**src/design/pxcd_cfg.svh**
```systemverilog
// Constants for the port expander with change detection
`ifndef PXCD_CFG_SVH
`define PXCD_CFG_SVH
// Fixed upper slave address bits
`define PXCD_ADDR_FIXED 3'h6
// Four-level address-select codes: bus clock, bus data, ground, supply
`define PXCD_SEL_SCL 2'h0
`define PXCD_SEL_SDA 2'h1
`define PXCD_SEL_GND 2'h2
`define PXCD_SEL_VCC 2'h3
// Port output register before the straps are caught: all released
`define PXCD_OUT_RST 8'hff
// Bits per byte before the acknowledge slot
`define PXCD_BYTE_BITS 4'h8
// Cycles after reset release before straps are taken (synchroniser depth)
`define PXCD_STRAP_WAIT 2'h2
`endif

```
**src/design/pxcd_pkg.sv**
```systemverilog
// Types shared by the port expander design
package pxcd_pkg;
  // Serial link lines as seen at the pins
  typedef struct packed {
    logic scl;
    logic sda;
  } pxcd_link_s;
  // Open-drain data line drive
  typedef struct packed {
    logic out;
    logic oe;
  } pxcd_pad_s;
  // Serial engine states
  typedef enum logic [2:0] {
    ST_IDLE,
    ST_ADDR,
    ST_AACK,
    ST_WR,
    ST_WACK,
    ST_RD,
    ST_RACK
  } pxcd_state_e;
endpackage

```
**src/design/pxcd_top.sv**
```systemverilog
// Serial-slave eight-bit open-drain port expander with change detection
`timescale 1ns/1ns
`default_nettype none
`include "pxcd_cfg.svh"
module pxcd_top (
  input wire logic sys_clk,
  input wire logic rstn,
  input wire pxcd_pkg::pxcd_link_s link_in,
  output pxcd_pkg::pxcd_pad_s sda_pad,
  input wire logic bus_reset_n,
  input wire logic [1:0] addr_select_high,
  input wire logic [1:0] addr_select_low,
  input wire logic [7:0] io_port_pins_in,
  output logic [7:0] io_port_pins_out,
  output logic [7:0] io_port_pins_oe,
  output logic alert_n
);
  import pxcd_pkg::*;

  // Nibble default from a select strap: only a ground tie gives low
  function automatic logic [3:0] nib_dflt(input logic [1:0] sel);
    nib_dflt = (sel == `PXCD_SEL_GND) ? 4'h0 : 4'hf;
  endfunction

  ////////////////////////////////////////////////////////////////////////////
  // Input synchronisers
  logic [14:0] sync1_q;
  logic [14:0] sync2_q;
  logic scl_s, sda_s, brst_n_s;
  logic [1:0] ah_s, al_s;
  logic [7:0] in_s;

  // Every input but sys_clk and rstn, link clock included, passes two flops before use
  always_ff @(posedge sys_clk or negedge rstn) begin
    if (!rstn) begin
      sync1_q <= 15'h7fff;
      sync2_q <= 15'h7fff;
    end else begin
      sync1_q <= {link_in.scl, link_in.sda, bus_reset_n, addr_select_high,
                  addr_select_low, io_port_pins_in};
      sync2_q <= sync1_q;
    end
  end
  assign {scl_s, sda_s, brst_n_s, ah_s, al_s, in_s} = sync2_q;

  ////////////////////////////////////////////////////////////////////////////
  // Line edge and condition detection
  logic scl_p_q, sda_p_q;
  logic scl_rise, scl_fall, start_det, stop_det;

  always_ff @(posedge sys_clk or negedge rstn) begin
    if (!rstn) begin
      scl_p_q <= 1'b1;
      sda_p_q <= 1'b1;
    end else begin
      scl_p_q <= scl_s;
      sda_p_q <= sda_s;
    end
  end
  assign scl_rise = scl_s & ~scl_p_q;
  assign scl_fall = ~scl_s & scl_p_q;
  // Data moving while clock stays high marks start or stop
  assign start_det = scl_s & scl_p_q & sda_p_q & ~sda_s;
  assign stop_det = scl_s & scl_p_q & ~sda_p_q & sda_s;

  ////////////////////////////////////////////////////////////////////////////
  // Strap capture: power-up defaults and per-transmission address
  logic [1:0] init_q;
  logic [1:0] ah_q, al_q;
  logic strap_load;
  logic [6:0] own_addr;

  assign strap_load = (init_q == `PXCD_STRAP_WAIT);

  // Straps are caught after reset release, once synchronised
  always_ff @(posedge sys_clk or negedge rstn) begin
    if (!rstn) begin
      init_q <= 2'h0;
      ah_q <= `PXCD_SEL_VCC;
      al_q <= `PXCD_SEL_VCC;
    end else begin
      if (init_q != 2'h3)
        init_q <= init_q + 2'h1;
      if (strap_load || start_det) begin
        ah_q <= ah_s;
        al_q <= al_s;
      end
    end
  end
  assign own_addr = {`PXCD_ADDR_FIXED, ah_q, al_q};

  ////////////////////////////////////////////////////////////////////////////
  // Serial engine
  pxcd_state_e st_q;
  logic [3:0] cnt_q;
  logic [7:0] sh_q;
  logic [7:0] tx_q;
  logic rw_q, flag_next_q, rd_busy_q;
  logic addr_match, byte_end, ack_evt, wr_apply, rd_ack;

  assign addr_match = (sh_q[7:1] == own_addr);
  assign byte_end = scl_fall && (cnt_q == `PXCD_BYTE_BITS);
  // Own address acknowledged: clock rises in the acknowledge slot
  assign ack_evt = (st_q == ST_AACK) && scl_rise;
  assign wr_apply = (st_q == ST_WACK) && scl_rise;
  // Master acknowledge ahead of a port byte triggers a resample
  assign rd_ack = (st_q == ST_RACK) && scl_rise && !sda_s && !flag_next_q;

  // Byte framing; reset pin forces the idle stop state
  always_ff @(posedge sys_clk or negedge rstn) begin
    if (!rstn) begin
      st_q <= ST_IDLE;
      cnt_q <= 4'h0;
      sh_q <= 8'h00;
      rw_q <= 1'b0;
    end else if (!brst_n_s || stop_det) begin
      st_q <= ST_IDLE;
    end else if (start_det) begin
      st_q <= ST_ADDR;
      cnt_q <= 4'h0;
    end else begin
      if (scl_rise && (st_q == ST_ADDR || st_q == ST_WR || st_q == ST_RD)) begin
        sh_q <= {sh_q[6:0], sda_s};
        cnt_q <= cnt_q + 4'h1;
      end
      case (st_q)
        ST_ADDR: if (byte_end) begin
          rw_q <= sh_q[0];
          st_q <= addr_match ? ST_AACK : ST_IDLE;
        end
        ST_AACK: if (scl_fall) begin
          cnt_q <= 4'h0;
          st_q <= rw_q ? ST_RD : ST_WR;
        end
        ST_WR: if (byte_end) begin
          st_q <= ST_WACK;
        end
        ST_WACK: if (scl_fall) begin
          cnt_q <= 4'h0;
          st_q <= ST_WR;
        end
        ST_RD: if (byte_end) begin
          st_q <= ST_RACK;
        end
        ST_RACK: if (scl_rise) begin
          // Master not acknowledging ends the read until the stop
          st_q <= sda_s ? ST_IDLE : ST_RACK;
        end else if (scl_fall) begin
          cnt_q <= 4'h0;
          st_q <= ST_RD;
        end
        default: st_q <= st_q;
      endcase
    end
  end

  // Transmit byte: port snapshot and reported flags alternate
  logic [7:0] snap_q, flags_q, rpt_q;
  always_ff @(posedge sys_clk or negedge rstn) begin
    if (!rstn) begin
      tx_q <= 8'h00;
      flag_next_q <= 1'b0;
    end else if ((st_q == ST_AACK || st_q == ST_RACK) && scl_fall && rw_q) begin
      tx_q <= flag_next_q ? rpt_q : snap_q;
      flag_next_q <= ~flag_next_q;
    end else if (st_q == ST_RD && scl_fall && cnt_q != 4'h0) begin
      tx_q <= {tx_q[6:0], 1'b0};
    end else if (st_q == ST_ADDR) begin
      flag_next_q <= 1'b0;
    end
  end

  // Data line drive: acknowledge slots and zero bits of a read byte
  always_ff @(posedge sys_clk or negedge rstn) begin
    if (!rstn) begin
      sda_pad <= '0;
    end else begin
      sda_pad.out <= 1'b0;
      if (!brst_n_s || stop_det || start_det)
        sda_pad.oe <= 1'b0;
      else if ((st_q == ST_ADDR && byte_end && addr_match) || (st_q == ST_WR && byte_end))
        sda_pad.oe <= 1'b1;
      else if ((st_q == ST_AACK || st_q == ST_RACK) && scl_fall && rw_q)
        sda_pad.oe <= ~(flag_next_q ? rpt_q[7] : snap_q[7]);
      else if (st_q == ST_RD && scl_fall)
        sda_pad.oe <= (cnt_q != `PXCD_BYTE_BITS) && ~tx_q[6];
      else if ((st_q == ST_AACK || st_q == ST_WACK) && scl_fall)
        sda_pad.oe <= 1'b0;
    end
  end

  ////////////////////////////////////////////////////////////////////////////
  // Port outputs
  logic [7:0] out_q;
  always_ff @(posedge sys_clk or negedge rstn) begin
    if (!rstn) begin
      out_q <= `PXCD_OUT_RST;
    end else if (strap_load) begin
      out_q <= {nib_dflt(ah_s), nib_dflt(al_s)};
    end else if (wr_apply && !brst_n_s == 1'b0) begin
      out_q <= sh_q;
    end
  end
  // Open drain: a zero bit pulls the pin low, a one releases it
  assign io_port_pins_out = 8'h00;
  assign io_port_pins_oe = ~out_q;

  ////////////////////////////////////////////////////////////////////////////
  // Change detection
  logic [7:0] chg;
  logic smp_evt, pend_q;
  assign smp_evt = ack_evt || rd_ack;
  // Driven-low ports never count; nothing counts before the straps have settled
  assign chg = (init_q == 2'h3) ? ((in_s ^ snap_q) & out_q) : 8'h00;

  // Snapshot and flags; seeded once straps settle, so power-up shows no false change
  always_ff @(posedge sys_clk or negedge rstn) begin
    if (!rstn) begin
      snap_q <= 8'h00;
      flags_q <= 8'h00;
      rpt_q <= 8'h00;
    end else if (smp_evt || strap_load) begin
      snap_q <= in_s;
      rpt_q <= flags_q | chg;
      flags_q <= 8'h00;
    end else begin
      flags_q <= flags_q | chg;
    end
  end

  // Alert pending and read tracking; reset pin leaves both alone
  always_ff @(posedge sys_clk or negedge rstn) begin
    if (!rstn) begin
      pend_q <= 1'b0;
      rd_busy_q <= 1'b0;
    end else begin
      if (ack_evt)
        pend_q <= 1'b0;
      else if (|chg)
        pend_q <= 1'b1;
      if (ack_evt && rw_q)
        rd_busy_q <= 1'b1;
      else if (stop_det)
        rd_busy_q <= 1'b0;
    end
  end

  // Held released while a read runs, so a mid-read change waits for stop
  always_ff @(posedge sys_clk or negedge rstn) begin
    if (!rstn)
      alert_n <= 1'b1;
    else
      alert_n <= ~(pend_q & ~rd_busy_q);
  end

  ////////////////////////////////////////////////////////////////////////////
  // Assertions
  property p_sample;
    @(posedge sys_clk) disable iff (!rstn) smp_evt |=> snap_q == $past(in_s);
  endproperty
  a_sample: assert property (p_sample) else $error("snapshot not taken");
  property p_flag_set;
    @(posedge sys_clk) disable iff (!rstn)
      (init_q == 2'h3 && !smp_evt && out_q[0] && in_s[0] != snap_q[0]) |=> flags_q[0];
  endproperty
  a_flag_set: assert property (p_flag_set) else $error("flag not set");
  property p_out_ignored;
    @(posedge sys_clk) disable iff (!rstn)
      (!out_q[0] && !flags_q[0] && !smp_evt && $stable(out_q)) |=> !flags_q[0];
  endproperty
  a_out_ignored: assert property (p_out_ignored) else $error("output flagged");
  property p_read_quiet;
    @(posedge sys_clk) disable iff (!rstn) rd_busy_q |=> alert_n;
  endproperty
  a_read_quiet: assert property (p_read_quiet) else $error("alert in read");
  property p_alert;
    @(posedge sys_clk) disable iff (!rstn) (pend_q && !rd_busy_q) |=> !alert_n;
  endproperty
  a_alert: assert property (p_alert) else $error("alert missing");
  property p_nak;
    @(posedge sys_clk) disable iff (!rstn)
      (st_q == ST_ADDR && byte_end && !addr_match && brst_n_s && !stop_det && !start_det)
      |=> (st_q == ST_IDLE) ##1 !sda_pad.oe;
  endproperty
  a_nak: assert property (p_nak) else $error("foreign address handled");

  property p_write;
    @(posedge sys_clk) disable iff (!rstn)
      (wr_apply && brst_n_s && !strap_load) |=> io_port_pins_oe == ~$past(sh_q);
  endproperty
  a_write: assert property (p_write) else $error("write not applied");

  property p_bus_reset;
    @(posedge sys_clk) disable iff (!rstn)
      !brst_n_s |=> st_q == ST_IDLE ##1 !sda_pad.oe;
  endproperty
  a_bus_reset: assert property (p_bus_reset) else $error("reset not idle");

  property p_start;
    @(posedge sys_clk) disable iff (!rstn)
      (start_det && brst_n_s) |=> st_q == ST_ADDR && ah_q == $past(ah_s);
  endproperty
  a_start: assert property (p_start) else $error("start missed");

  c_read: cover property (@(posedge sys_clk) disable iff (!rstn) rd_ack);
  c_write: cover property (@(posedge sys_clk) disable iff (!rstn) wr_apply);
  c_nak: cover property (@(posedge sys_clk) disable iff (!rstn)
    st_q == ST_ADDR && byte_end && !addr_match);
  c_alert: cover property (@(posedge sys_clk) disable iff (!rstn) $fell(alert_n));
endmodule
`default_nettype wire

```
**config.mk**
```make
export PLATFORM = sky130hd
export DESIGN_NAME = pxcd_top
export DESIGN_NICKNAME = d
export VERILOG_FILES = /design/src/design/pxcd_pkg.sv /design/src/design/pxcd_top.sv
export VERILOG_INCLUDE_DIRS = /design/src /design/src/design
export SDC_FILE = /design/constraint.sdc
export NUM_CORES = 1
export LEC_CHECK = 0
export ABC_AREA = 1
export BUFFER_PORTS_ARGS = -buffer_cell sky130_fd_sc_hd__clkbuf_2
export CORE_MARGIN = 8
export CORE_UTILIZATION = 50
export DETAILED_ROUTE_END_ITERATION = 16
export PLACE_DENSITY_LB_ADDON = 0.1
export SYNTH_ARGS = -nofsm -noshare
export SYNTH_HDL_FRONTEND = slang
export SYNTH_SLANG_ARGS = --single-unit
```
**constraint.sdc**
```tcl
create_clock -name sys_clk -period 3.2 [get_ports sys_clk]
set_input_delay 0 -clock sys_clk [delete_from_list [all_inputs] [get_ports sys_clk]]
set_output_delay 0 -clock sys_clk [all_outputs]
set_load 0.01 [all_outputs]
```
# Word-level counts from Yosys, hierarchy flattened
# Index checks and enable logic that the tools add are counted.
# op_classes
n_mux	40
eq_ne	21
addsub	2
bitwise	23
reduce_logical	45
# ops
operator	count
$mux 3	11
$mux 8	4
$mux 4	6
$ne 4x4->1 const B	6
$mux 7	3
$logic_and 1x1->1	18
$pmux 3 s6	1
$mux 1	13
$not 1->1	11
$logic_or 1x1->1	10
$reduce_bool 2->1	5
$eq 3x3->1 const B	3
$and 1x1->1	8
$and 8x8->8	1
$eq 2x2->1 const B	4
$not 8->8	1
$or 8x8->8	1
$pmux 4 s2	1
$reduce_bool 8->1	1
$reduce_or 8->1	1
$xor 8x8->8	1
$eq 7x7->1	1
$reduce_and 7->1	1
$eq 3x2->1 const B	2
15 further kinds	17
# totals
regBits	98
input_bits	17

# Depth between registers and ports, before layout
# logic_depth
ltp_word	9
ltp_mapped	9
mapped_depth_nobuf	9

# Worst setup path before layout
# No wires, ideal clock.
# synth_path
path_kind	register to register
startpoint	register sync2_q[14]
endpoint	register sh_q[0]
path_stages_with_launch	8
period_less_slack_ns	1.569
required_time_ns	3.073
setup_time_ns	0.127
arrival_ns	1.441
setup_slack_ns	1.631
cell_sequence	dfstp_2 ha_1 nand2_1 o21ai_0 nor2_2 nand2_2 buf_2 o21ai_0
# synth_via
elab_chain_len	6
# synth_lines
item	line	text
from (decl)	pxcd_top.sv:28	logic [14:0] sync2_q;
from (signal assigned)	pxcd_top.sv:41	sync2_q <= sync1_q;
$and 1x1->1	pxcd_top.sv:63, pxcd_top.sv:64	
$and 1x1->1 (2 in series)	pxcd_top.sv:64	assign stop_det = scl_s & scl_p_q & ~sda_p_q & sda_s;
$logic_or 1x1->1	pxcd_top.sv:116	end else if (!brst_n_s || stop_det) begin
$not 1->1 (no line)	-	
$reduce_and 3->1 (no line) *	-	
to (signal assigned)	pxcd_top.sv:123	sh_q <= {sh_q[6:0], sda_s};
to (decl)	pxcd_top.sv:96	logic [7:0] sh_q;
# Mark *: on every way between the ends. The rest lies on a longest branch, timed or not.
# A chain may end at the register's enable or synchronous reset.

# Final worst setup path
# layout_path
startpoint	register sync2_q[14]
endpoint	register rpt_q[2]
# layout_via
elab_chain_len	6
# layout_lines
item	line	text
$and 1x1->1 *	pxcd_top.sv:60	assign scl_rise = scl_s & ~scl_p_q;
$logic_and 1x1->1 (3 in series)	pxcd_top.sv:107	assign rd_ack = (st_q == ST_RACK) && scl_rise && !sda_s && !flag_next_q;
$logic_or 1x1->1 *	pxcd_top.sv:212	assign smp_evt = ack_evt || rd_ack;
$logic_or 1x1->1 *	pxcd_top.sv:222	end else if (smp_evt || strap_load) begin
to (signal assigned)	pxcd_top.sv:224	rpt_q <= flags_q | chg;
to (decl)	pxcd_top.sv:158	logic [7:0] snap_q, flags_q, rpt_q;
# Marked as above.

==> out/metrics.yaml <==
outcome:
  status: "complete, no violations"
die:
  fp.dieW_um: 109
  die_area_um2: 11900
  pin_count: 36
  start_util_pct: 50.7
  num_rows: 34
  coreArea_um2: 8550
  die_y_um: 109
synthesis:
  ys.flop_type: "dfrtp_1"
  synth_edf_count: 0
  post_synth.cell_area_avg_um2: 8.93
  synth_top_area_cell: "dfrtp_1"
  yosysMostFrequentCell: "nand2_1"
  synth_area_leaders: "dfrtp_1 (31%), dfstp_2 (27%), nand2_1 (8.8%)"
  async_reset_ff_share_pct: 100
  yosysTopAreaCellShare_pct: 30.6
  ys_types: 30
  yosysSeqAreaShare_pct: 57.8
  synth_seq_cells: 98
  syn_area_um2: 4340
  yosysWarnings: 0
  ys_top_cells_by_count: "nand2_1 (102), inv_1 (83), o21ai_0 (55)"
  synth_cells: 486
routing:
  drc: 0
  ant_nets: 0
  wl_met2_um: 3810
  wl_met3_um: 376
  wl_met1_um: 4150
  drt-total-wl_um: 8430
  via_per_inst: 4.93
  drt-initial-drc-count: 183
  top_layer: "met4"
  wire_per_inst_um: 13.1
  first_pass_iters: 4
  via_count: 3170
worst_setup_path:
  crit_required_ns: 3.47
  crit_fanout: 40
  arrival_ns: 2.32
  path_cells: "ha_1 > nand3_2 > o211ai_4 > nand2_1 > o21ai_1"
  path_class: "reg -> reg"
  slowest_stage: "o211ai_4"
  cp-start-kind: "flip-flop"
  critPathMaxStageDelay_ns: 0.73
  endpoint_kind: "flip-flop"
placement:
  dp_slack_ns: 1.16
  place.detailed.hpwl_um: 5950
  portBuffers: 26
  routabilityCongestion: 0.834
sta:
  rsz0062_at_grt: "false"
  final-max-slew-violation-count: 0
  relSlewSlack_pct: 36.4
  setup_viol: 0
  layout_min_cycle_time_ns: 2.06
  max_freq_mhz: 486
  min_period_over_period_pct: 64.2
  final.setup.worst_slack_ns: 1.14
  skew_ns: 0.00995
  timing.setup.tns_ns: 0
  hold_violations: 0
  tightest_slew_ns: 0.948
clock_tree:
  clkSinkCount: 98
  post-cts-setup-buffers: 0
  cts_tree: "built"
  ctsResizeCount: 0
  postCtsHoldBufs: 16
  clk_latency_ns: 0.35
  cts_buffer_depth: 2
  path_clk_slew_ns: 0.10
  htreeDepth: 3
  root_buffer: "clkbuf_8"
  cts_buffers: 9
final_layout:
  seqCellArea_um2: 2510
  drive_gt1_share_pct: 17.9
  syn2layout_area_growth_pct: 12.3
  diodes: 0
  nFillCells: 771
  layout.nets: 554
  multi_input_area_um2: 1410
power:
  ir_drop_v: 0.000373
  cellPowerDensity_nw_per_um2: 698
  p_leak_nw: 2.30
global_routing:
  grt-ovfl-total: 0
  grt_max_degree: 64
  first_global_vias: 2991
  track_usage_pct: 15.4
  antenna_found_initial: 0
  grt_pass1_wl_um: 14400
job:
  maxCapViolations: 0
hold_path:
  hold_path.class: "in -> async"
path summary, 6_finish.rpt:
kind | start | endpoint | slack (ns) | cells past startpoint
max | sync2_q[14]$_DFF_PN1_ | rpt_q[2]$_DFFE_PN0P_ | 1.14 | 5
min | rstn | sh_q[5]$_DFFE_PN0P_ | 0.26 | 2
max reg2reg | sync2_q[14]$_DFF_PN1_ | rpt_q[2]$_DFFE_PN0P_ | 1.14 | 5
min reg2reg | sync1_q[12]$_DFF_PN1_ | sync2_q[12]$_DFF_PN1_ | 0.36 | 0
max in group asynchronous | rstn | alert_n$_DFF_PN1_ | 2.22 | 3
min in group sys_clk | io_port_pins_in[7] | sync1_q[7]$_DFF_PN1_ | 0.26 | 2
power breakdown:
part           total [W]  internal [W]  switching [W]
registers        0.00178       0.00158       0.000199
clock network   0.000751      0.000298       0.000453
logic           0.000872      0.000323       0.000549
flip-flops by register name, summed over array words and instances (netlist names), 3 cells and up:
register,count
cnt_q,4
flags_q,8
out_q,8
rpt_q,8
sh_q,8
snap_q,8
st_q,3
sync1_q,15
sync2_q,15
tx_q,7
final cells by class:
| class | instances | share of cell area [%] |
|---|---|---|
| flip-flops and latches | 98 | 51.5 |
| multi-input cells | 294 | 29.0 |
| inverters | 84 | 6.47 |
| repair buffers | 43 | 6.42 |
| well taps | 108 | 2.77 |
| clock buffers | 9 | 2.54 |
| clock inverters | 7 | 1.26 |
kinds of logic (layout without fill, tap and decap cells):
| logic type | count (synthesis) | after routing | share of synthesized area [%] |
|---|---|---|---|
| DFF | 98 | 98 | 57.8 |
| other | 1 | 9 | 0.0864 |
| AOI/OAI and AO/OA | 86 | 86 | 11.1 |
| xor gates and xnor gates | 5 | 5 | 1.01 |
| buffers and inverters | 102 | 143 | 10.3 |
| and+or+nand+nor | 187 | 187 | 17.7 |
| adders and majority gates | 7 | 7 | 2.02 |
placed cells by master, fill, tap and decap left out, types with 5 or more instances in the layout:
| cell | Yosys | layout |
|---|---|---|
| a21oi_1 | 8 | 8 |
| clkbuf_2 | 0 | 25 |
| clkbuf_8 | 0 | 9 |
| conb_1 | 1 | 9 |
| dfrtp_1 | 53 | 53 |
| dfstp_2 | 45 | 45 |
| dlygate4sd3_1 | 0 | 16 |
| ha_1 | 7 | 7 |
| inv_1 | 83 | 83 |
| nand2_1 | 102 | 102 |
| nand3_1 | 26 | 26 |
| nor2_1 | 49 | 49 |
| o21ai_0 | 55 | 55 |
| o21ai_1 | 8 | 8 |
| o221ai_1 | 5 | 5 |
routing by layer:
metal	GRT usage (%)	up-vias
met5	0	-
met4	5.57	0
met3	2.96	11
met2	22.6	69
met1	22.0	1485
li1	-	1605
per-stage QoR:
step / utilization, % / power [W] / cells / hold WS [ns] / area (um2)
detailed placement: 52.9 / 0.00265 / 611 / 0.0889 / 4530
floorplan: - / 0.00236 / 494 / -0.296 / 4370
global placement: 52.9 / 0.00262 / 611 / 0.0871 / 4530
global route: 57.0 / 0.00366 / 643 / 0.242 / 4870
CTS: 57.0 / 0.00343 / 643 / 0.244 / 4870
finish: 57.0 / 0.00340 / 643 / 0.257 / 4870
worst max-delay path: cells and delay by family (launching register included):
kind / cells / cell delay [ns]
and+or+nand+nor: 2 / 0.25
adders and majority gates: 1 / 0.27
DFF: 1 / 0.58
AOI/OAI and AO/OA: 2 / 0.86
Note: power is estimated with default switching activity, not from simulation.
